$ cat src/shared/urbg_consts.svh
`ifndef URBG_CONSTS_SVH
`define URBG_CONSTS_SVH

// register offsets on the host port
`define URBG_OFS_DIV_LOW      3'h0
`define URBG_OFS_DIV_HIGH     3'h1
`define URBG_OFS_DIV_FRAC     3'h2
`define URBG_OFS_FIFO_CTRL    3'h2
`define URBG_OFS_MODEM_CTRL   3'h4

// reset values
`define URBG_RST_DIV_LOW      8'h01
`define URBG_RST_DIV_HIGH     8'h00
`define URBG_RST_DIV_FRAC     8'h00
`define URBG_RST_FIFO_CTRL    8'h00
`define URBG_RST_MODEM_CTRL   8'h00

// field positions
`define URBG_FIFO_CTRL_ENABLE_BIT    0
`define URBG_FIFO_CTRL_BLOCK_BIT     3
`define URBG_MODEM_CTRL_PRESCALE_BIT 7
`define URBG_FRAC_MSB         3
`define URBG_FRAC_LSB         0
`define URBG_OSR_MSB          5
`define URBG_OSR_LSB          4
`define URBG_FRAC_STORE_MASK  8'h3F

// oversampling select codes and sample ticks per bit
`define URBG_OSR_16X          2'h0
`define URBG_OSR_8X           2'h1
`define URBG_OSR_4X           2'h2
`define URBG_OSR_16X_TICKS    5'h10
`define URBG_OSR_8X_TICKS     5'h08
`define URBG_OSR_4X_TICKS     5'h04

// prescaler: last count of the divide-by-4 phase
`define URBG_PRESCALE_LAST    2'h3

// fractional step: one whole divisor unit in sixteenths
`define URBG_FRAC_ONE         21'h000010
`define URBG_DIV16_MIN        20'h00010

// receive timeout: four characters of ten bit times
`define URBG_TIMEOUT_BITS     6'h28

`endif

$ cat src/shared/urbg_pkg.sv
package urbg_pkg;

	`include "urbg_consts.svh"

	localparam int URBG_CNT_W = 6;

	// dma-style receive ready latch
	typedef enum logic
	{
		RDY_IDLE = 1'b0,
		RDY_SET  = 1'b1
	} urbg_rdy_state_t;

	// fill levels reported by the channel fifos
	typedef struct packed
	{
		logic [URBG_CNT_W-1:0] tx_count;
		logic [URBG_CNT_W-1:0] rx_count;
		logic [URBG_CNT_W-1:0] tx_trig;
		logic [URBG_CNT_W-1:0] rx_trig;
	} urbg_fifo_stat_t;

	// host facing status pins
	typedef struct packed
	{
		logic tx_int;
		logic rx_int;
		logic rx_ready_n;
		logic tx_ready_n;
	} urbg_pins_t;

	// baud generator setup
	typedef struct packed
	{
		logic [15:0] integer_part;
		logic [3:0]  fraction;
		logic [1:0]  osr_sel;
		logic        prescale_div4;
	} urbg_baud_cfg_t;

	// sample ticks per bit; the unused code falls back to 16x
	function automatic logic [4:0] urbg_osr_ticks(input logic [1:0] sel);
		logic [4:0] ticks;
		ticks = `URBG_OSR_16X_TICKS;
		case (sel)
			`URBG_OSR_8X: ticks = `URBG_OSR_8X_TICKS;
			`URBG_OSR_4X: ticks = `URBG_OSR_4X_TICKS;
			default:      ticks = `URBG_OSR_16X_TICKS;
		endcase
		return ticks;
	endfunction

endpackage

$ cat src/hw/urbg_frac_div.sv
`timescale 1ns/1ns
`include "urbg_consts.svh"

module urbg_frac_div
	import urbg_pkg::*;
(
	// clock and reset
	input  wire logic           i_clk,
	input  wire logic           i_sys_rst,
	// setup
	input  wire urbg_baud_cfg_t i_cfg,
	// ticks
	output logic                o_sample_tick,
	output logic                o_bit_tick
);

	logic [1:0]  pre_cnt;
	logic        pre_tick;
	logic [19:0] div16;
	logic [20:0] acc;
	logic [20:0] acc_sum;
	logic [4:0]  osr_cnt;
	logic [4:0]  osr_top;

	// prescaler tick every cycle or every fourth
	assign pre_tick = !i_cfg.prescale_div4 || (pre_cnt == `URBG_PRESCALE_LAST);

	always_ff @(posedge i_clk or posedge i_sys_rst)
	begin
		if (i_sys_rst)
			pre_cnt <= 2'h0;
		else if (pre_tick)
			pre_cnt <= 2'h0;
		else
			pre_cnt <= pre_cnt + 2'h1;
	end

	// divisor in sixteenths; integer zero is clamped to one
	assign div16   = (i_cfg.integer_part == 16'h0000) ? `URBG_DIV16_MIN
	                 : {i_cfg.integer_part, i_cfg.fraction};
	assign acc_sum = acc + `URBG_FRAC_ONE;

	// phase accumulator; tick spacing alternates, so bits jitter by 1/16
	always_ff @(posedge i_clk or posedge i_sys_rst)
	begin
		if (i_sys_rst)
		begin
			acc           <= 21'h000000;
			o_sample_tick <= 1'b0;
		end
		else if (pre_tick && (acc_sum >= {1'b0, div16}))
		begin
			// a divisor cut below the running phase restarts it, else ticks would burst
			if (acc >= {1'b0, div16})
				acc <= 21'h000000;
			else
				acc <= acc_sum - {1'b0, div16};
			o_sample_tick <= 1'b1;
		end
		else
		begin
			if (pre_tick)
				acc <= acc_sum;
			o_sample_tick <= 1'b0;
		end
	end

	// bit tick once per 16, 8 or 4 sample ticks
	assign osr_top = urbg_osr_ticks(i_cfg.osr_sel);

	always_ff @(posedge i_clk or posedge i_sys_rst)
	begin
		if (i_sys_rst)
		begin
			osr_cnt    <= 5'h00;
			o_bit_tick <= 1'b0;
		end
		else if (o_sample_tick && (osr_cnt + 5'h01 >= osr_top))
		begin
			osr_cnt    <= 5'h00;
			o_bit_tick <= 1'b1;
		end
		else
		begin
			if (o_sample_tick)
				osr_cnt <= osr_cnt + 5'h01;
			o_bit_tick <= 1'b0;
		end
	end
endmodule // urbg_frac_div

$ cat src/hw/urbg_status_baud.sv
`timescale 1ns/1ns
`include "urbg_consts.svh"

module urbg_status_baud
	import urbg_pkg::*;
#(
	parameter int FIFO_DEPTH = 32
)
(
	// clock and reset
	input  wire logic            i_clk,
	input  wire logic            i_sys_rst,
	// host register port
	input  wire logic            i_bus_cs,
	input  wire logic            i_bus_wr,
	input  wire logic            i_bus_rd,
	input  wire logic [2:0]      i_bus_addr,
	input  wire logic [7:0]      i_bus_wdata,
	input  wire logic            i_div_latch_en,
	output logic      [7:0]      o_bus_rdata,
	// strap
	input  wire logic            i_prescale_default_select,
	// fifo status from the channel
	input  wire urbg_fifo_stat_t i_fifo_stat,
	input  wire logic            i_rx_char_pulse,
	input  wire logic            i_rx_read_pulse,
	// status pins and mode
	output urbg_pins_t           o_pins,
	output logic                 o_rx_timeout,
	output logic                 o_fifo_enable,
	output logic                 o_block_mode,
	// serial timing
	output logic                 o_sample_tick,
	output logic                 o_bit_tick
);

	logic [7:0]             div_low;
	logic [7:0]             div_high;
	logic [7:0]             div_frac;
	logic [7:0]             fifo_ctrl;
	logic [7:0]             modem_ctrl;
	logic                   strap_taken;
	logic                   wr_strobe;
	logic                   rd_strobe;
	logic                   fifo_en;
	logic                   block_en;
	logic                   rx_has_data;
	logic                   rx_at_trig;
	logic                   tx_full;
	logic                   to_armed;
	logic [5:0]             to_cnt;
	urbg_rdy_state_t        rdy_state;
	urbg_rdy_state_t        next_rdy_state;
	urbg_pins_t             next_pins;
	urbg_baud_cfg_t         baud_cfg;

	// host strobes qualified by chip select only
	assign wr_strobe = i_bus_cs && i_bus_wr;
	assign rd_strobe = i_bus_cs && i_bus_rd;

	// divisor registers, shown only while the latch enable is set
	always_ff @(posedge i_clk or posedge i_sys_rst)
	begin
		if (i_sys_rst)
		begin
			div_low  <= `URBG_RST_DIV_LOW;
			div_high <= `URBG_RST_DIV_HIGH;
			div_frac <= `URBG_RST_DIV_FRAC;
		end
		else if (wr_strobe && i_div_latch_en)
		begin
			if (i_bus_addr == `URBG_OFS_DIV_LOW)
				div_low <= i_bus_wdata;
			if (i_bus_addr == `URBG_OFS_DIV_HIGH)
				div_high <= i_bus_wdata;
			// bits 7:6 are not implemented and read back as zero
			if (i_bus_addr == `URBG_OFS_DIV_FRAC)
				div_frac <= i_bus_wdata & `URBG_FRAC_STORE_MASK;
		end
	end

	// fifo control, write only, behind the divisor window
	always_ff @(posedge i_clk or posedge i_sys_rst)
	begin
		if (i_sys_rst)
			fifo_ctrl <= `URBG_RST_FIFO_CTRL;
		else if (wr_strobe && !i_div_latch_en && i_bus_addr == `URBG_OFS_FIFO_CTRL)
			fifo_ctrl <= i_bus_wdata;
	end

	// modem control; the strap is caught once, the cycle after reset release
	always_ff @(posedge i_clk or posedge i_sys_rst)
	begin
		if (i_sys_rst)
		begin
			modem_ctrl  <= `URBG_RST_MODEM_CTRL;
			strap_taken <= 1'b0;
		end
		else
		begin
			strap_taken <= 1'b1;
			if (wr_strobe && !i_div_latch_en && i_bus_addr == `URBG_OFS_MODEM_CTRL)
				modem_ctrl <= i_bus_wdata;
			else if (!strap_taken)
				modem_ctrl[`URBG_MODEM_CTRL_PRESCALE_BIT] <= i_prescale_default_select;
		end
	end

	// registered read data; unmapped offsets answer zero
	always_ff @(posedge i_clk or posedge i_sys_rst)
	begin
		if (i_sys_rst)
			o_bus_rdata <= 8'h00;
		else if (rd_strobe)
		begin
			if (i_div_latch_en && i_bus_addr == `URBG_OFS_DIV_LOW)
				o_bus_rdata <= div_low;
			else if (i_div_latch_en && i_bus_addr == `URBG_OFS_DIV_HIGH)
				o_bus_rdata <= div_high;
			else if (i_div_latch_en && i_bus_addr == `URBG_OFS_DIV_FRAC)
				o_bus_rdata <= div_frac;
			else if (!i_div_latch_en && i_bus_addr == `URBG_OFS_FIFO_CTRL)
				o_bus_rdata <= {2'h0, o_rx_timeout, rdy_state, o_pins};
			else if (!i_div_latch_en && i_bus_addr == `URBG_OFS_MODEM_CTRL)
				o_bus_rdata <= modem_ctrl;
			else
				o_bus_rdata <= 8'h00;
		end
	end

	// mode decode; block mode only changes pin behaviour, no memory is touched
	assign fifo_en  = fifo_ctrl[`URBG_FIFO_CTRL_ENABLE_BIT];
	assign block_en = fifo_en && fifo_ctrl[`URBG_FIFO_CTRL_BLOCK_BIT];
	assign o_fifo_enable = fifo_en;
	assign o_block_mode  = block_en;

	// fill level comparisons
	assign rx_has_data = (i_fifo_stat.rx_count != 6'h00);
	assign rx_at_trig  = rx_has_data && (i_fifo_stat.rx_count >= i_fifo_stat.rx_trig);
	assign tx_full     = (i_fifo_stat.tx_count >= URBG_CNT_W'(FIFO_DEPTH));

	// timeout runs only while data sits below the trigger level
	assign to_armed = fifo_en && rx_has_data && !rx_at_trig;

	// counts bit times since the last character or read; saturates at four characters
	always_ff @(posedge i_clk or posedge i_sys_rst)
	begin
		if (i_sys_rst)
			to_cnt <= 6'h00;
		else if (!to_armed || i_rx_char_pulse || i_rx_read_pulse)
			to_cnt <= 6'h00;
		else if (o_bit_tick && to_cnt != `URBG_TIMEOUT_BITS)
			to_cnt <= to_cnt + 6'h01;
	end

	always_ff @(posedge i_clk or posedge i_sys_rst)
	begin
		if (i_sys_rst)
			o_rx_timeout <= 1'b0;
		else
			o_rx_timeout <= to_armed && (to_cnt == `URBG_TIMEOUT_BITS);
	end

	// block mode receive ready latch: fall wins over empty in the same cycle
	always_comb
	begin
		next_rdy_state = rdy_state;
		unique case (rdy_state)
			RDY_IDLE:
				if (block_en && (rx_at_trig || o_rx_timeout))
					next_rdy_state = RDY_SET;
			RDY_SET:
				if ((!block_en || !rx_has_data) && !(block_en && (rx_at_trig || o_rx_timeout)))
					next_rdy_state = RDY_IDLE;
		endcase
	end

	always_ff @(posedge i_clk or posedge i_sys_rst)
	begin
		if (i_sys_rst)
			rdy_state <= RDY_IDLE;
		else
			rdy_state <= next_rdy_state;
	end

	// pin levels by fifo and block mode
	always_comb
	begin
		next_pins = '0;
		if (!fifo_en)
		begin
			// counts of zero or one stand for an empty or full holding register
			next_pins.tx_int     = (i_fifo_stat.tx_count == 6'h00);
			next_pins.rx_int     = rx_has_data;
			next_pins.rx_ready_n = !rx_has_data;
			next_pins.tx_ready_n = (i_fifo_stat.tx_count != 6'h00);
		end
		else if (!block_en)
		begin
			next_pins.tx_int     = (i_fifo_stat.tx_count == 6'h00);
			next_pins.rx_int     = rx_at_trig;
			next_pins.rx_ready_n = !rx_has_data;
			next_pins.tx_ready_n = (i_fifo_stat.tx_count != 6'h00);
		end
		else
		begin
			next_pins.tx_int     = (i_fifo_stat.tx_count <= i_fifo_stat.tx_trig);
			next_pins.rx_int     = rx_at_trig;
			next_pins.rx_ready_n = (next_rdy_state != RDY_SET);
			next_pins.tx_ready_n = tx_full;
		end
	end

	// pins leave flops so they never glitch; one cycle behind the fill levels
	always_ff @(posedge i_clk or posedge i_sys_rst)
	begin
		if (i_sys_rst)
			o_pins <= '{tx_int: 1'b1, rx_int: 1'b0, rx_ready_n: 1'b1, tx_ready_n: 1'b0};
		else
			o_pins <= next_pins;
	end

	// generator setup from the divisor bytes and the modem control prescale bit
	assign baud_cfg.integer_part  = {div_high, div_low};
	assign baud_cfg.fraction      = div_frac[`URBG_FRAC_MSB:`URBG_FRAC_LSB];
	assign baud_cfg.osr_sel       = div_frac[`URBG_OSR_MSB:`URBG_OSR_LSB];
	assign baud_cfg.prescale_div4 = modem_ctrl[`URBG_MODEM_CTRL_PRESCALE_BIT];

	// one sample tick drives both the shifter and the sampler
	urbg_frac_div u_div
	(
		.i_clk         (i_clk),
		.i_sys_rst     (i_sys_rst),
		.i_cfg         (baud_cfg),
		.o_sample_tick (o_sample_tick),
		.o_bit_tick    (o_bit_tick)
	);
endmodule // urbg_status_baud

$ cat config.mk
export PLATFORM = sky130hd
export DESIGN_NAME = urbg_status_baud
export DESIGN_NICKNAME = d
export VERILOG_FILES = /design/src/shared/urbg_pkg.sv /design/src/hw/urbg_frac_div.sv /design/src/hw/urbg_status_baud.sv
export VERILOG_INCLUDE_DIRS = /design/src /design/src/shared
export SDC_FILE = /design/constraint.sdc
export NUM_CORES = 1
export LEC_CHECK = 0
export BUFFER_PORTS_ARGS = -buffer_cell sky130_fd_sc_hd__buf_2
export CELL_PAD_IN_SITES_DETAIL_PLACEMENT = 1
export CELL_PAD_IN_SITES_GLOBAL_PLACEMENT = 1
export CORE_ASPECT_RATIO = 1.4
export CORE_MARGIN = 5
export CORE_UTILIZATION = 46
export CTS_CLUSTER_DIAMETER = 200
export DETAILED_ROUTE_END_ITERATION = 7
export GPL_TIMING_DRIVEN = 0
export PLACE_DENSITY = 0.9
export SYNTH_ARGS = -nofsm -noshare
export SYNTH_HDL_FRONTEND = slang
export SYNTH_SLANG_ARGS = --single-unit
$ cat constraint.sdc
create_clock -name i_clk -period 4.5 [get_ports i_clk]
set_input_delay 0.675 -clock i_clk [delete_from_list [all_inputs] [get_ports i_clk]]
set_output_delay 0.675 -clock i_clk [all_outputs]
set_load 0.1 [all_outputs]
# ---- After elaboration in Yosys (flattened, before gate mapping)
# Index checks and enable logic that the tools add are counted.
dict set report totals {
  regBits 85
  input_bits 44
  wordCells 110
}
dict set report op_classes {
  add_sub_neg 5
  order_cmp 6
  eq_ne 9
  n_mux 24
  n_bitwise 2
  n_reduce_logical 44
}
# cell n
set ops {}
lappend ops {{two-way mux 21 bit} 3}
lappend ops {{greater-or-equal comparator 21 x 20 -> 1 bit} 2}
lappend ops {{two-way mux 8 bit} 5}
lappend ops {{adder 21 x 5 -> 21 bit, second input constant} 1}
lappend ops {{logical AND 1 bit} 21}
lappend ops {{subtractor 21 x 20 -> 21 bit} 1}
lappend ops {{two-way mux 20 bit} 1}
lappend ops {{zero test 16 bit} 1}
lappend ops {{two-way mux 6 bit} 2}
lappend ops {{nonzero test 6 bit} 2}
lappend ops {{two-way mux 5 bit} 2}
lappend ops {{one-hot mux 5 bit (2 select lines)} 1}
lappend ops {{two-way mux 4 bit} 2}
lappend ops {{zero test 1 bit} 7}
lappend ops {{adder 6 x 1 -> 6 bit, second input constant} 1}
lappend ops {{== test 6 bit, second input constant} 1}
lappend ops {{greater-or-equal comparator 6 bit} 1}
lappend ops {{greater-or-equal comparator 6 bit, second input constant} 1}
lappend ops {{<= comparator 6 bit} 1}
lappend ops {{zero test 6 bit} 1}
lappend ops {{two-way mux 1 bit} 6}
lappend ops {{inequality test 6 bit, second input constant} 1}
lappend ops {{AND reduction 2 bit} 3}
lappend ops {{nonzero test 2 bit} 3}
lappend ops {{14 further kinds} 20}

# ---- Depth between registers and ports, before layout
dict set report depth {
  ltp_word 11
  depth_mapped 18
}

# ---- By module
# Synthesis repeated with hierarchy kept, for this count alone.
dict set report hier_totals {
  hier_cells 684
  hier_area_um2 6143.4
}
# mod instances cells_per_inst area_per_inst_um2
set by_module_without_submodules {}
lappend by_module_without_submodules {urbg_frac_div 1 435 3395.8}
lappend by_module_without_submodules {urbg_status_baud 1 249 2747.6}

# ---- Worst setup path after synthesis
# Ideal clock, no wire load.
dict set report synth_path {
  path_type {register to register}
  startpoint {register u_div.acc[4]}
  endpoint {register u_div.acc[16]}
  t_arrival_ns 3.548
  required_ns 4.437
  slack_ns 0.889
  stages_incl_launch_ff 17
  n_path_buf 1
  period_less_slack_ns 3.611
  path_cell_list {dfrtp_1 -> clkbuf_1 -> and3_1 -> nand3_1 -> or2_2 -> nor2_1 -> nand3_1 -> xnor2_1 -> ha_1 -> and4_1 -> nand4_1 -> nor3_1 -> nand4_1 -> nand3_1 -> a21oi_2 -> or4b_1 -> o2bb2a_4}
}
dict set report synth_between {
  elab_chain_cells 4
}
# element line
set synth_lines {}
lappend synth_lines {{start: declaration} urbg_frac_div.sv:20} ;# logic [20:0] acc;
lappend synth_lines {{start signal: assignment} urbg_frac_div.sv:57} ;# acc <= acc_sum - {1'b0, div16};
lappend synth_lines {{start signal: assignment} urbg_frac_div.sv:63} ;# acc <= acc_sum;
lappend synth_lines {{adder 21 x 5 -> 21 bit (no line)} n/a}
lappend synth_lines {{subtractor 21 x 20 -> 21 bit or greater-or-equal comparator 21 x 20 -> 1 bit (tied branches)} {urbg_frac_div.sv:57, urbg_frac_div.sv:51}}
lappend synth_lines {{two-way mux 21 bit or logical AND 1 bit (tied branches)} {urbg_frac_div.sv:54, urbg_frac_div.sv:51}}
lappend synth_lines {{two-way mux 21 bit or nonzero test 2 bit (tied branches)} n/a}
# Parallel ways exist; a longest one is shown, timed or not. The select of a mux whose other input is x is not followed.
# A chain may end at the register's enable or synchronous reset.

# ---- Final worst setup path
dict set report layout_path {
  startpoint {register u_div.acc[4]}
  endpoint {register u_div.acc[4]}
}
# Same word-level chain as after synthesis.

==> metrics.md <==
| Metric | Value |
|---|---|
| Arr. time, crit path | 4.58 ns |
| Cell area after technology mapping | 6040 um^2 |
| Chip height | 146 um |
| Hold Violations, Final | 0 |
| Worst-case clock skew | 0.0137 ns |
| Total via count after detailed routing | 5,850 |
| Clock latency at the later pin of the worst-skew pair | 0.36 ns |
| Pwr dens | 700 nW/um^2 |
| Setup Crit Path Kind | register to register |
| Worst supply voltage drop on vdd | 0.332 mV |
| Placer Congestion | 0.939 |
| Number of levels the H-tree was split into | 3 |
| Bufs and invs on worst path | 3 |
| Fraction of the cycle the final worst path needs | 95.3% |
| Worst relative slew slack | 23.1% |
| Wire length per cell | 24.5 um |
| Worst hold-check slack | 0.278 ns |
| Layout cell share with drive strength beyond 1 | 17.3% |
| Startpoint of the most critical register-to-register path | u_div.acc[4] |
| CP required | 4.79 ns |
| Most frequent CP cell | nand3_1 |
| Post-synth top area share | 33.1% |
| Synth Register Bits | 83 |
| Worst Path Max Fanout | 10 |
| Global router's overall resource usage | 28.4% |
| Iter 0 DRT Violations | 346 |
| Maximum number of pins on one net before global-route repair | 63 |
| Register-to-register path setup slack | 0.21 ns |
| Top achievable clock speed | 233 MHz |
| TritonCTS Sinks | 83 |
| Antenna violations before repair | 1 |
| Worst-case reg-to-reg path depth | 18 |
| Avg Inst Size Synth | 8.99 um^2 |
| Die ar. | 15,600 um^2 |
| Number of setup violations in the final report | 0 |
| Drt via density | 6.46 |
| Count of TritonRoute iterations in the first routing pass | 5 |
| Global-route congestion overflow total | 0 |
| Post-layout minimum cycle time | 4.29 ns |
| Main synth FF type | dfrtp_1 |
| YS warnings | 0 |
| Post-route DRC | 0 |
| Wire length of the first global-routing pass | 34.5 mm |
| Final Slew Violations | 0 |
| Maximum number of buffers from clock root to sink | 2 |
| Cell family contributing the most delay on the critical path | simple AND/OR/NAND/NOR gates |
| P&R area growth vs syn | 13.9% |
| HP Class | primary input to asynchronous set/reset pin |
| Number of nets in the synthesized netlist | 775 |
| HPWL after DPL | 15.8 mm |
| Endpoint of the worst register-to-register path | u_div.acc[4] |
| Run status | finished, final reports clean |
| Category of the worst setup path capture point | register |
| Via count of the first global-routing pass | 6,459 |
| Unrepaired setup endpoints after global routing | no |
| Standard-cell row count | 49 |
| EDFF count, synth | 0 |
| Cells along the critical path | clkbuf_4, and3_1, nand3_1, or2_2, nor2_1, nand3_1, xnor2_1, ha_2, and4_1, nand4_1, nor3_1, nand4_1, nand3_1, a21oi_2, buf_6, buf_8, o311ai_1, o21a_1 |
| Worst Tran Pin Value | 1.15 ns |
| Distinct cell type count after synthesis | 73 |
| Total Neg Setup Slack | 0 ns |
| # nets final | 848 |
| Number of cells produced by synthesis | 672 |
| Cell type with the largest total area after synthesis | dfrtp_1 |
| TritonCTS Buffers | 9 |
| Leakage power total | 3.18 nW |
| Highest-delay cell along the critical path | dfrtp_1 |
| Die span in x | 107 um |
| Share of flip-flops with an asynchronous set or reset | 100% |
| Worst stage delay on the critical path | 0.42 ns |
| IO Port Bufs | 60 |
| CTS tree | yes |
| IO Pins | 61 |
| Filler cells | 1,508 |
| Largest cells by area after synthesis | dfrtp_1, ha_1, o21ai_0 |
| Initial Util | 46.9% |
| Sequential share of the synthesized area | 34.5% |
| Setup crit start kind | register |
| Detailed Route WL | 22.2 mm |
| Clock Tree Root | clkbuf_16 |
| CORE AREA | 12,900 um^2 |
| Clock Pin Slew Worst Setup and Hold Paths | 0.07 ns |
| Detail Route Antenna Nets | 0 |
| Number of maximum-capacitance constraint violations | 0 |
[metrics by stage]
stage	util [%]	setup slack, ns	instance area (um^2)	cells	total power, mW
floorplan	-	0.889	6040	672	3.16
global placement	50.7	0.230	6530	885	3.74
detailed placement	51.0	0.0669	6560	886	3.94
CTS	53.2	0.00956	6860	902	4.74
global route	53.4	0.0177	6880	904	5.07
finish	53.4	0.213	6880	905	4.82
[synth_stat cells, types with 6 or more instances]
master     n
nor2b_1   10
xnor2_1   24
a21oi_1   45
o22ai_1   10
nor3_1    12
a21o_1    20
o21a_1     9
nor2_1    33
a22oi_1   12
nand2_1   65
nand4_1   13
mux2_2    14
nand2b_1   8
ha_1      58
and3_1     6
and2_1     7
a31oi_1    6
inv_1     47
xor2_1    16
o21ai_0   53
clkbuf_1  15
o31ai_1    6
dfrtp_1   80
nand3_1   22
[timing repair]
action / 4_1_cts / 5_1_grt
setup endpoints to repair: 2 / 15
setup buffers: 0 / 1
cloned: 0 / 0
pin swaps: 0 / 2
hold buffers: 0 / 0
gates resized for setup: 2 / 6
[power by group]
group	total [mW]	leakage [nW]	switching, mW	internal (mW)
combinational	2.88	2.02	1.79	1.09
sequential	1.20	1.02	0.259	0.937
clock	0.740	0.131	0.347	0.393
[area by class of cell]
class	count	area (um^2)	area share [%]
antenna	2	5.00	0.0728
inverter	48	183	2.66
clock buffer	10	239	3.47
multi-input combinational	519	3680	53.5
clock inverter	6	48.8	0.709
sequential	83	2080	30.2
buffer	22	115	1.67
tap	153	191	2.78
timing repair buffer	62	335	4.87
[cell families after synthesis]
kind of cell | after synthesis | share of synthesized area, %
and+or+nand+nor | 212 | 19.0
AOI/OAI and AO/OA | 190 | 20.4
DFF | 83 | 34.5
buffers and inverters | 70 | 4.83
adders and majority gates | 59 | 12.3
xor gates and xnor gates | 40 | 5.80
muxes | 17 | 3.11
other | 1 | 0.0621
[layout by cell type (no fill, tap or decap), types with 3 or more instances in the layout]
| cell | netlist | routed |
|---|---|---|
| or4_1 | 5 | 5 |
| nor2b_1 | 10 | 10 |
| clkbuf_16 | 0 | 9 |
| nand4_1 | 13 | 13 |
| nor2_1 | 33 | 33 |
| xnor2_1 | 24 | 24 |
| inv_1 | 47 | 46 |
| ha_1 | 58 | 57 |
| a21oi_1 | 45 | 45 |
| and2_1 | 7 | 7 |
| a21o_1 | 20 | 20 |
| nor3_1 | 12 | 12 |
| o31ai_1 | 6 | 6 |
| a22oi_1 | 12 | 12 |
| nand3_1 | 22 | 22 |
| o21bai_1 | 4 | 4 |
| nand2_1 | 65 | 65 |
| nand2b_1 | 8 | 8 |
| or3_1 | 4 | 4 |
| xor2_1 | 16 | 16 |
| mux2_2 | 14 | 14 |
| o21ai_0 | 53 | 53 |
| mux2i_1 | 3 | 3 |
| dfrtp_1 | 80 | 80 |
| and4_1 | 3 | 3 |
| nor4_1 | 4 | 4 |
| dfstp_2 | 3 | 3 |
| a31oi_1 | 6 | 6 |
| and3_1 | 6 | 6 |
| clkinvlp_4 | 0 | 3 |
| clkbuf_1 | 15 | 14 |
| o22ai_1 | 10 | 10 |
| buf_2 | 2 | 62 |
| or2_2 | 4 | 4 |
| nor4_4 | 4 | 4 |
| o21a_1 | 9 | 9 |
[worst max path at each step]
stage / from / cells after the start / endpoint
final: u_div.acc[4] / 18 / u_div.acc[4]
after global placement: u_div.acc[4] / 17 / u_div.acc[13]
after floorplan: u_div.acc[4] / 16 / u_div.acc[16]
after CTS: u_div.acc[4] / 18 / u_div.acc[4]
after global routing: u_div.acc[4] / 18 / u_div.acc[4]
after detailed placement: div_high[1] / 15 / u_div.acc[16]
[per-layer routing]
layer / share of wire (%) / up-vias / GRT usage (%)
met5: 0 / - / 0
met4: 7.3 / 0 / 19.4
met3: 5.0 / 112 / 5.19
met2: 52 / 276 / 50.5
met1: 35 / 2906 / 29.8
li1: - / 2556 / -
[state kept, by name (all words and copies together) (netlist names)]
register / cells
u_div.acc: 21
div_high: 8
div_low: 8
modem_ctrl: 8
o_bus_rdata: 8
div_frac: 6
to_cnt: 6
u_div.osr_cnt: 5
o_pins: 4
fifo_ctrl: 2
u_div.pre_cnt: 2
o_rx_timeout: 1
rdy_state: 1
strap_taken: 1
u_div.o_bit_tick: 1
u_div.o_sample_tick: 1
[worst register-to-register path: stages, from the launching register on]
cell and delay [ns]:
dfrtp_1 0.42, clkbuf_4 0.24, and3_1 0.17, nand3_1 0.16
or2_2 0.36, nor2_1 0.23, nand3_1 0.13, xnor2_1 0.18
ha_2 0.42, and4_1 0.24, nand4_1 0.17, nor3_1 0.24
nand4_1 0.18, nand3_1 0.19, a21oi_2 0.06, buf_6 0.16
buf_8 0.15, o311ai_1 0.36, o21a_1 0.18
No activity file was read; power rests on OpenSTA's default activity.
